## src/hw/tdp_defines.svh

```systemverilog
// timing, command and pin constants for the two-wire debug port
`ifndef TDP_DEFINES_SVH
`define TDP_DEFINES_SVH

`define TDP_CLK_PERIOD_NS 10
`define TDP_RST_TIME_NS   80
`define TDP_RST_CYCLES    4'((`TDP_RST_TIME_NS + `TDP_CLK_PERIOD_NS - 1) / `TDP_CLK_PERIOD_NS)
`define TDP_IDLE_TIME_NS  20000
`define TDP_IDLE_CYCLES   11'(`TDP_IDLE_TIME_NS / `TDP_CLK_PERIOD_NS)

`define TDP_CMD_CONNECT    8'ha5
`define TDP_CMD_DISCONNECT 8'h5a
`define TDP_CMD_RESET      8'h3c
`define TDP_FRAME_LAST     3'h7

`define TDP_GPIO_W   9
`define TDP_CLK_PIN  5
`define TDP_DAT_PIN  4

`endif

```

## src/hw/tdp_pkg.sv

```systemverilog
// types shared by the debug port modules
package tdp_pkg;
    typedef enum logic [1:0] {
        part_factory = 2'b00,
        part_user    = 2'b01,
        part_run     = 2'b10
    } tdp_part_t;

    typedef enum logic [1:0] {
        st_idle  = 2'b00,
        st_reset = 2'b01,
        st_boot  = 2'b10
    } tdp_boot_st_t;

    typedef enum logic [1:0] {
        ak_none  = 2'b00,
        ak_wait  = 2'b01,
        ak_drive = 2'b10
    } tdp_ack_st_t;
endpackage

```

## src/hw/tdp_link_if.sv

```systemverilog
// command and answer carrier between link receiver and controller
`timescale 1ns/10ps
interface tdp_link_if;
    logic       cmd_valid;
    logic [7:0] cmd;
    logic       ack_valid;
    logic       ack;
    logic       drv_oe;
    logic       drv_val;

    modport rx (output cmd_valid, output cmd, output drv_oe, output drv_val, input ack_valid, input ack);
    modport ctrl (input cmd_valid, input cmd, input drv_oe, input drv_val, output ack_valid, output ack);
endinterface

```

## src/hw/tdp_debug_port.sv

```systemverilog
// two-wire debug port controller: session, pin borrowing, led block, reset and boot
`timescale 1ns/10ps
`include "tdp_defines.svh"
module tdp_debug_port (
    input  wire logic                   clk,
    input  wire logic                   arst_n,
    input  wire logic [`TDP_GPIO_W-1:0] gpio_pin_i,
    input  wire logic                   user_led_req_i,
    input  wire logic                   user_dat_out_i,
    input  wire logic                   user_dat_oe_i,
    input  wire tdp_pkg::tdp_part_t     part_state_i,
    input  wire logic                   debug_disable_i,
    input  wire logic                   shutdown_req_i,
    input  wire logic                   boot_done_i,
    output logic [`TDP_GPIO_W-1:0]      gpio_in_o,
    output logic                        dat_pin_o,
    output logic                        dat_pin_oe,
    output logic                        led_drive_o,
    output logic                        core_halt_o,
    output logic                        bp_clear_o,
    output logic                        dig_rst_n_o,
    output logic                        boot_req_o,
    output logic                        boot_user_load_o,
    output logic                        ram_keep_o,
    output logic                        pwr_off_o
);
    import tdp_pkg::*;

    logic [`TDP_GPIO_W-1:0] gpio_meta_q;
    logic [`TDP_GPIO_W-1:0] gpio_sync_q;
    logic                   session_q;
    logic                   session_d;
    logic                   ack_valid_q;
    logic                   ack_q;
    logic                   bp_clear_q;
    tdp_boot_st_t           st_q;
    logic [3:0]             rst_cnt_q;
    logic                   dig_rst_n_q;
    logic                   boot_req_q;
    logic                   user_load_q;
    logic                   ram_keep_q;
    logic                   pwr_off_q;
    logic                   led_q;
    logic                   dat_o_q;
    logic                   dat_oe_q;
    logic                   locked;
    logic                   wake;
    logic                   take_connect;
    logic                   take_disc;
    logic                   take_reset;

    tdp_link_if lnk ();

    function automatic logic is_cmd(input logic vld, input logic [7:0] cmd, input logic [7:0] code);
        is_cmd = vld && (cmd == code);
    endfunction

    // pins are asynchronous to clk; only the second stage is read
    always_ff @(posedge clk or negedge arst_n) begin
        if (!arst_n) begin
            gpio_meta_q <= '1;
            gpio_sync_q <= '1;
        end else begin
            gpio_meta_q <= gpio_pin_i;
            gpio_sync_q <= gpio_meta_q;
        end
    end

    tdp_link_rx u_rx (
        .clk    (clk),
        .arst_n (arst_n),
        .lclk_s (gpio_sync_q[`TDP_CLK_PIN]),
        .ldat_s (gpio_sync_q[`TDP_DAT_PIN]),
        .lnk    (lnk.rx)
    );

    assign locked       = debug_disable_i || (part_state_i == part_run);
    assign wake         = pwr_off_q && !(&gpio_sync_q);
    // connect needs the led dark, else the host cannot see its own clock
    assign take_connect = is_cmd(lnk.cmd_valid, lnk.cmd, `TDP_CMD_CONNECT)
                          && !locked && !led_q && !pwr_off_q;
    assign take_disc    = is_cmd(lnk.cmd_valid, lnk.cmd, `TDP_CMD_DISCONNECT)
                          && session_q && !locked;
    assign take_reset   = is_cmd(lnk.cmd_valid, lnk.cmd, `TDP_CMD_RESET)
                          && session_q && !locked && (st_q == st_idle);

    // halt and led block share this one flop so they lift together
    always_comb begin
        session_d = session_q;
        if (locked || pwr_off_q || shutdown_req_i) begin
            session_d = 1'b0;
        end else if (take_connect) begin
            session_d = 1'b1;
        end else if (take_disc) begin
            session_d = 1'b0;
        end
    end

    always_ff @(posedge clk or negedge arst_n) begin
        if (!arst_n) begin
            session_q <= 1'b0;
        end else begin
            session_q <= session_d;
        end
    end

    always_ff @(posedge clk or negedge arst_n) begin
        if (!arst_n) begin
            ack_valid_q <= 1'b0;
            ack_q       <= 1'b0;
        end else begin
            ack_valid_q <= lnk.cmd_valid;
            ack_q       <= take_connect || take_disc || take_reset;
        end
    end
    assign lnk.ack_valid = ack_valid_q;
    assign lnk.ack       = ack_q;

    always_ff @(posedge clk or negedge arst_n) begin
        if (!arst_n) begin
            bp_clear_q <= 1'b0;
        end else begin
            bp_clear_q <= take_disc;
        end
    end

    // led follows user request unless blocked; same edge as halt release
    always_ff @(posedge clk or negedge arst_n) begin
        if (!arst_n) begin
            led_q <= 1'b0;
        end else begin
            // dark on the very edge that power drops, not one cycle later
            led_q <= user_led_req_i && !session_d && !pwr_off_q
                     && !(shutdown_req_i && st_q == st_idle);
        end
    end

    // data pin: debug answer wins; user output is cut off while halted
    always_ff @(posedge clk or negedge arst_n) begin
        if (!arst_n) begin
            dat_o_q  <= 1'b0;
            dat_oe_q <= 1'b0;
        end else begin
            dat_o_q  <= lnk.drv_oe ? lnk.drv_val : user_dat_out_i;
            dat_oe_q <= lnk.drv_oe || (user_dat_oe_i && !session_q && !pwr_off_q);
        end
    end

    // shutdown drops digital power; ram content is lost on wake
    always_ff @(posedge clk or negedge arst_n) begin
        if (!arst_n) begin
            pwr_off_q <= 1'b0;
        end else if (wake) begin
            pwr_off_q <= 1'b0;
        end else if (shutdown_req_i && st_q == st_idle) begin
            pwr_off_q <= 1'b1;
        end
    end

    always_ff @(posedge clk or negedge arst_n) begin
        if (!arst_n) begin
            st_q      <= st_idle;
            rst_cnt_q <= 4'h0;
        end else begin
            unique case (st_q)
                st_idle: begin
                    if (take_reset || wake) begin
                        st_q      <= st_reset;
                        rst_cnt_q <= `TDP_RST_CYCLES - 4'h1;
                    end
                end
                st_reset: begin
                    if (rst_cnt_q == 4'h0) begin
                        st_q <= st_boot;
                    end else begin
                        rst_cnt_q <= rst_cnt_q - 4'h1;
                    end
                end
                st_boot: begin
                    if (boot_done_i) begin
                        st_q <= st_idle;
                    end
                end
                default: begin
                    st_q <= st_idle;
                end
            endcase
        end
    end

    // boot mode is latched at reset entry so a changing strap cannot split it
    always_ff @(posedge clk or negedge arst_n) begin
        if (!arst_n) begin
            dig_rst_n_q <= 1'b1;
            boot_req_q  <= 1'b0;
            user_load_q <= 1'b0;
            ram_keep_q  <= 1'b0;
        end else begin
            dig_rst_n_q <= !(st_q == st_idle ? (take_reset || wake) : (st_q == st_reset && rst_cnt_q != 4'h0));
            boot_req_q  <= (st_q == st_reset && rst_cnt_q == 4'h0) || (st_q == st_boot && !boot_done_i);
            if (st_q == st_idle && (take_reset || wake)) begin
                user_load_q <= (part_state_i == part_user);
                ram_keep_q  <= (part_state_i == part_factory) && !wake;
            end
        end
    end

    assign gpio_in_o        = gpio_sync_q;
    assign dat_pin_o        = dat_o_q;
    assign dat_pin_oe       = dat_oe_q;
    assign led_drive_o      = led_q;
    assign core_halt_o      = session_q;
    assign bp_clear_o       = bp_clear_q;
    assign dig_rst_n_o      = dig_rst_n_q;
    assign boot_req_o       = boot_req_q;
    assign boot_user_load_o = user_load_q;
    assign ram_keep_o       = ram_keep_q;
    assign pwr_off_o        = pwr_off_q;

    AST_DISABLE_REFUSES: assert property (@(posedge clk) disable iff (!arst_n)
        lnk.cmd_valid && debug_disable_i |=> ack_valid_q && !ack_q)
        else $error("command accepted with debug disabled");

    AST_RUN_PART_REFUSES: assert property (@(posedge clk) disable iff (!arst_n)
        part_state_i == part_run |-> ##1 !(ack_valid_q && ack_q) && !$rose(core_halt_o))
        else $error("run part accepted debug access");

    AST_CONNECT_HALTS: assert property (@(posedge clk) disable iff (!arst_n)
        take_connect && !shutdown_req_i |=> core_halt_o && ack_q)
        else $error("connect did not halt the core");

    AST_LED_BLOCKED: assert property (@(posedge clk) disable iff (!arst_n)
        core_halt_o |-> !led_drive_o)
        else $error("led driver on during session");

    AST_CONNECT_NEEDS_DARK: assert property (@(posedge clk) disable iff (!arst_n)
        is_cmd(lnk.cmd_valid, lnk.cmd, `TDP_CMD_CONNECT) && led_drive_o && !core_halt_o
        |=> !core_halt_o && !ack_q)
        else $error("connect taken while led lit");

    AST_DISC_CLEARS_BP: assert property (@(posedge clk) disable iff (!arst_n)
        $fell(core_halt_o) && !$past(locked) && !$past(pwr_off_q) && !$past(shutdown_req_i) |-> bp_clear_o)
        else $error("disconnect without breakpoint clear");

    AST_RELEASE_TOGETHER: assert property (@(posedge clk) disable iff (!arst_n)
        $fell(core_halt_o) && $past(user_led_req_i) && !pwr_off_q |-> led_drive_o)
        else $error("led unblock not on the halt release edge");

    AST_RESET_LENGTH: assert property (@(posedge clk) disable iff (!arst_n)
        $fell(dig_rst_n_o) |-> !dig_rst_n_o [*8] ##1 dig_rst_n_o && boot_req_o)
        else $error("digital reset pulse length wrong");

    AST_RESET_SOURCE: assert property (@(posedge clk) disable iff (!arst_n)
        $fell(dig_rst_n_o) |-> $past(take_reset) || $past(wake))
        else $error("digital reset from unexpected source");

    AST_BOOT_MODE: assert property (@(posedge clk) disable iff (!arst_n)
        take_reset |=> boot_user_load_o == ($past(part_state_i) == part_user)
                       && ram_keep_o == ($past(part_state_i) == part_factory))
        else $error("boot mode does not match part state");

    AST_WAKE: assert property (@(posedge clk) disable iff (!arst_n)
        pwr_off_o && !(&gpio_sync_q) |=> !pwr_off_o ##1 !dig_rst_n_o)
        else $error("low pin did not wake from shutdown");

    AST_BP_ONE_PULSE: assert property (@(posedge clk) disable iff (!arst_n)
        bp_clear_o |=> !bp_clear_o)
        else $error("breakpoint clear longer than one cycle");

    AST_USER_OE_CUT: assert property (@(posedge clk) disable iff (!arst_n)
        $past(core_halt_o) && !$past(lnk.drv_oe) |-> !dat_pin_oe)
        else $error("user drove data pin during session");

    AST_OFF_DARK: assert property (@(posedge clk) disable iff (!arst_n)
        pwr_off_o |-> !core_halt_o && !led_drive_o)
        else $error("session or led active while powered off");

    AST_LOCK_DROPS: assert property (@(posedge clk) disable iff (!arst_n)
        locked |=> !core_halt_o)
        else $error("session kept while port locked");

    AST_BOOT_HOLDS: assert property (@(posedge clk) disable iff (!arst_n)
        boot_req_o && !boot_done_i |=> boot_req_o)
        else $error("boot request dropped before done");

    AST_BOOT_ENDS: assert property (@(posedge clk) disable iff (!arst_n)
        boot_req_o && boot_done_i |=> !boot_req_o)
        else $error("boot request kept after done");

    AST_ACK_ONLY_CMD: assert property (@(posedge clk) disable iff (!arst_n)
        ack_q |-> ack_valid_q)
        else $error("accept answer without a command");
endmodule

```

## src/hw/tdp_link_rx.sv

```systemverilog
// debug link receiver: frames commands from sampled link clock and data
`timescale 1ns/10ps
`include "tdp_defines.svh"
module tdp_link_rx (
    input  wire logic clk,
    input  wire logic arst_n,
    input  wire logic lclk_s,
    input  wire logic ldat_s,
    tdp_link_if.rx    lnk
);
    import tdp_pkg::*;

    logic        lclk_prev_q;
    logic [7:0]  shift_q;
    logic [2:0]  bit_q;
    logic [10:0] idle_q;
    tdp_ack_st_t ack_st_q;
    logic        ack_val_q;
    logic        cmd_valid_q;
    logic        drv_oe_q;
    logic        drv_val_q;
    logic        rise;
    logic        fall;
    logic        timeout;

    assign rise    = lclk_s & ~lclk_prev_q;
    assign fall    = ~lclk_s & lclk_prev_q;
    assign timeout = (idle_q == `TDP_IDLE_CYCLES);

    always_ff @(posedge clk or negedge arst_n) begin
        if (!arst_n) begin
            // pin idles high; a low here would fake a rise right after reset
            lclk_prev_q <= 1'b1;
        end else begin
            lclk_prev_q <= lclk_s;
        end
    end

    // a stalled host clock drops a half frame so the next one aligns
    always_ff @(posedge clk or negedge arst_n) begin
        if (!arst_n) begin
            idle_q <= 11'h000;
        end else if (rise || fall) begin
            idle_q <= 11'h000;
        end else if (!timeout) begin
            idle_q <= idle_q + 11'h001;
        end
    end

    always_ff @(posedge clk or negedge arst_n) begin
        if (!arst_n) begin
            shift_q     <= 8'h00;
            bit_q       <= 3'h0;
            cmd_valid_q <= 1'b0;
        end else begin
            cmd_valid_q <= 1'b0;
            if (rise && ack_st_q == ak_none) begin
                shift_q <= {shift_q[6:0], ldat_s};
                // a rise that ends a long stall is the first bit of a fresh frame
                bit_q   <= timeout ? 3'h1 : bit_q + 3'h1;
                if (!timeout && bit_q == `TDP_FRAME_LAST) begin
                    cmd_valid_q <= 1'b1;
                end
            end else if (timeout) begin
                bit_q <= 3'h0;
            end
        end
    end

    // answer bit is driven for one link clock period, falling to falling
    always_ff @(posedge clk or negedge arst_n) begin
        if (!arst_n) begin
            ack_st_q  <= ak_none;
            ack_val_q <= 1'b0;
            drv_oe_q  <= 1'b0;
            drv_val_q <= 1'b0;
        end else if (timeout) begin
            ack_st_q <= ak_none;
            drv_oe_q <= 1'b0;
        end else begin
            unique case (ack_st_q)
                ak_none: begin
                    if (rise && bit_q == `TDP_FRAME_LAST) begin
                        ack_st_q  <= ak_wait;
                        ack_val_q <= 1'b0;
                    end
                end
                ak_wait: begin
                    if (lnk.ack_valid) begin
                        ack_val_q <= lnk.ack;
                    end
                    if (fall) begin
                        ack_st_q  <= ak_drive;
                        drv_oe_q  <= 1'b1;
                        drv_val_q <= lnk.ack_valid ? lnk.ack : ack_val_q;
                    end
                end
                ak_drive: begin
                    if (fall) begin
                        ack_st_q <= ak_none;
                        drv_oe_q <= 1'b0;
                    end
                end
                default: begin
                    ack_st_q <= ak_none;
                    drv_oe_q <= 1'b0;
                end
            endcase
        end
    end

    assign lnk.cmd_valid = cmd_valid_q;
    assign lnk.cmd       = shift_q;
    assign lnk.drv_oe    = drv_oe_q;
    assign lnk.drv_val   = drv_val_q;

    AST_NO_DRIVE_MIDFRAME: assert property (@(posedge clk) disable iff (!arst_n)
        drv_oe_q |-> bit_q == 3'h0)
        else $error("data line driven in the middle of a frame");
endmodule

```

## config.mk

```make
export PLATFORM = sky130hd
export DESIGN_NAME = tdp_debug_port
export DESIGN_NICKNAME = d
export VERILOG_FILES = /design/src/hw/tdp_pkg.sv /design/src/hw/tdp_link_if.sv /design/src/hw/tdp_debug_port.sv /design/src/hw/tdp_link_rx.sv
export VERILOG_INCLUDE_DIRS = /design/src /design/src/hw
export SDC_FILE = /design/constraint.sdc
export NUM_CORES = 1
export LEC_CHECK = 0
export BUFFER_PORTS_ARGS = -buffer_cell sky130_fd_sc_hd__buf_2
export CORE_UTILIZATION = 40
export CTS_CLUSTER_DIAMETER = 100
export DETAILED_ROUTE_END_ITERATION = 7
export SLEW_MARGIN = 20
export SYNTH_ARGS = -nofsm -noshare
export SYNTH_HDL_FRONTEND = slang
export SYNTH_SLANG_ARGS = --single-unit
```

## constraint.sdc

```tcl
create_clock -name clk -period 2.27 [get_ports clk]
set_input_delay 0.5675 -clock clk [delete_from_list [all_inputs] [get_ports clk]]
set_output_delay 0.5675 -clock clk [all_outputs]
set_load 0.05 [all_outputs]
```

==> results.json <==
{
  "die_area_mm2": 0.00703,
  "clock_skew_ns": 0.00486,
  "place_area_mm2": 0.00298,
  "avgRoutedWirePerCell_um": 12.9,
  "num_antenna_cells": 0,
  "routabilityCongestion": 0.746,
  "async_flop_share": 1.00,
  "grt_pass1_wl_mm": 7.90,
  "yosys.area_share.adder": 0.0327,
  "syn_nets": 239,
  "ys_ff_latch": 65,
  "drive_gt1_frac": 0.340,
  "antenna_found_initial": 0,
  "drv_slew": 0,
  "crit_path_end_kind": "flip-flop",
  "failed_checks": "design-rule violations",
  "drt_iter0_drc": 63,
  "yosysTopAreaCell": "dfrtp_1",
  "chipWidth_um": 83.9,
  "area_delta_synth_final_pct": 18.1,
  "drc": 6,
  "clock_latency_ns": 0.33,
  "die_h_um": 83.9,
  "fin_ws_ns": 0.462,
  "tns_ns": 0,
  "first_global_vias": 1725,
  "rsz0062_at_grt": "false",
  "critical_path.top_delay_family": "simple AND/OR/NAND/NOR gates",
  "status": "finished, violations left",
  "final_util": 0.493,
  "ys_types": 48,
  "critPathArrivalTime_ns": 2.03,
  "path_max_fanout": 5,
  "fin_crit_ns": 1.81,
  "cts_sinks": 65,
  "synth_top_cell_area_share": 0.420,
  "routed_wl_mm": 4.42,
  "io_buffers": 37,
  "fmax_mhz": 553,
  "max_slew.worst_pin.slew_ns": 0.472,
  "hold_viol": 0,
  "synth-edff-count": 0,
  "maxCapViolations": 0,
  "finalCritPeriodShare": 0.796,
  "reg2regPathDepth": 4,
  "overflow": 0,
  "start_util": 0.417,
  "path_cells": "nand3b_1 -> or4_4 -> o21a_1 -> mux2_4",
  "tritoncts": "yes",
  "antenna_left": 0,
  "viasPerCell": 4.92,
  "synthMuxAreaShare": 0.0668,
  "p_per_area_mw_per_mm2": 1060,
  "yosys.area_share.xor_xnor": 0.0294,
  "grt_max_degree": 47,
  "grtUsageTotal": 0.144,
  "yosysMostFrequentCell": "dfrtp_1",
  "cts_max_path_buffers": 2,
  "place_inst": 326,
  "crit_cells": 4,
  "synthCells": 213,
  "p_leak_nw": 1.45,
  "synth-simple-area-share": 0.166,
  "required_ns": 2.49,
  "hold_path.class": "in2async",
  "final_cells": 342,
  "rows": 29,
  "cts_buffers": 9,
  "cts_setup_buffers": 0,
  "synth_area_leaders": "dfrtp_1 42%, dfstp_2 20%, mux2_2 4.2%",
  "holdBufCountCts": 0,
  "criticalPathCategory": "reg2reg",
  "synth.avg_cell_area_um2": 12.6,
  "core_mm2": 0.00642,
  "power_mw": 3.35,
  "final_area_mm2": 0.00316,
  "synth-compound-area-share": 0.0654,
  "firstDrtPassIters": 7,
  "ys_warn_count": 0,
  "seq_area_frac_synth": 0.616,
  "holdWs_ns": 0.187,
  "slowest_stage": "or4_4",
  "max_stage_delay_ns": 0.54,
  "synth_flop_cell": "dfrtp_1",
  "post-place-ws_ns": 0.220,
  "relSlewSlack": 0.686,
  "synth_top_family_by_area": "simple AND/OR/NAND/NOR gates",
  "nets": 286,
  "htree_levels": 3,
  "syn_area_mm2": 0.00268,
  "root_buffer": "clkbuf_8",
  "setup.worst_path.start_class": "flip-flop",
  "route.vias.total": 1682,
  "cp.buffers_inverters": 0,
  "finalSetupViolCount": 0,
  "clk_pin_slew_ns": 0.07,
  "io_pins": 38,
  "dp_hpwl_mm": 3.15,
  "yosys-top-cells-count": "45 x dfrtp_1, 20 x dfstp_2, 12 x nor2_1",
  "irDropWorstVdd_v": 0.000503,
  "cts_resized": 0
}
[registers in the layout (all words and copies together) (netlist names), 2 cells and up]
signal / flops
u_rx.idle_q: 11
gpio_in_o: 9
gpio_meta_q: 9
u_rx.lnk.cmd: 8
rst_cnt_q: 4
u_rx.bit_q: 3
st_q: 2
u_rx.ack_st_q: 2
[per-layer routing]
metal | vias up | global-route usage | part of all wire
met4 | 0 | 0.0564 | 0.016
met2 | 39 | 0.216 | 0.44
li1 | 832 | - | -
met5 | - | 0 | 0
met1 | 805 | 0.193 | 0.49
met3 | 6 | 0.0504 | 0.054
[placed cells by master (no fill, tap or decap), types with 7 or more instances in the layout]
cell type,n
inv_1,8
and2_1,8
xnor2_1,7
a21oi_1,7
buf_2,37
dfstp_2,20
nand2b_1,8
nand2_1,9
clkbuf_8,10
dfrtp_1,45
mux2_2,10
ha_1,7
nor2_1,12
[path summary, 6_finish.rpt]
path,start,slack (ns),endpoint
max in group asynchronous,arst_n,1.43,gpio_in_o[5]
worst max-delay path,u_rx.lnk.cmd[0],0.46,boot_user_load_o
min in group clk,gpio_pin_i[2],0.33,gpio_meta_q[2]
worst min-delay path,arst_n,0.19,rst_cnt_q[0]
worst min register to register,gpio_meta_q[7],0.35,gpio_in_o[7]
worst max register to register,u_rx.lnk.cmd[0],0.46,boot_user_load_o
[cells by family after synthesis]
family | Yosys count
adders and majority gates | 7
buffers and inverters | 14
and+or+nand+nor | 75
DFF | 65
AOI/OAI and AO/OA | 27
xor gates and xnor gates | 9
muxes | 16
[where the power goes]
| part | internal (mW) | switching [mW] | total [mW] |
|---|---|---|---|
| registers | 1.41 | 0.182 | 1.59 |
| clock network | 0.491 | 0.399 | 0.889 |
| logic | 0.365 | 0.500 | 0.865 |
| total | 2.27 | 1.08 | 3.35 |
[final cells by class]
cell class	instances	area, µm²
multi-input combinational	134	971
clock inverter	2	10.0
tap	77	96.3
clock buffer	14	174
timing repair buffer	41	228
fill	591	3260
sequential	65	1650
inverter	9	33.8
[worst reg2reg max path, stage by stage (launching register included)]
cell and delay (ns):
dfrtp_1 0.41, nand3b_1 0.20, or4_4 0.54, o21a_1 0.25
mux2_4 0.30
No activity file was read; power rests on OpenSTA's default activity.
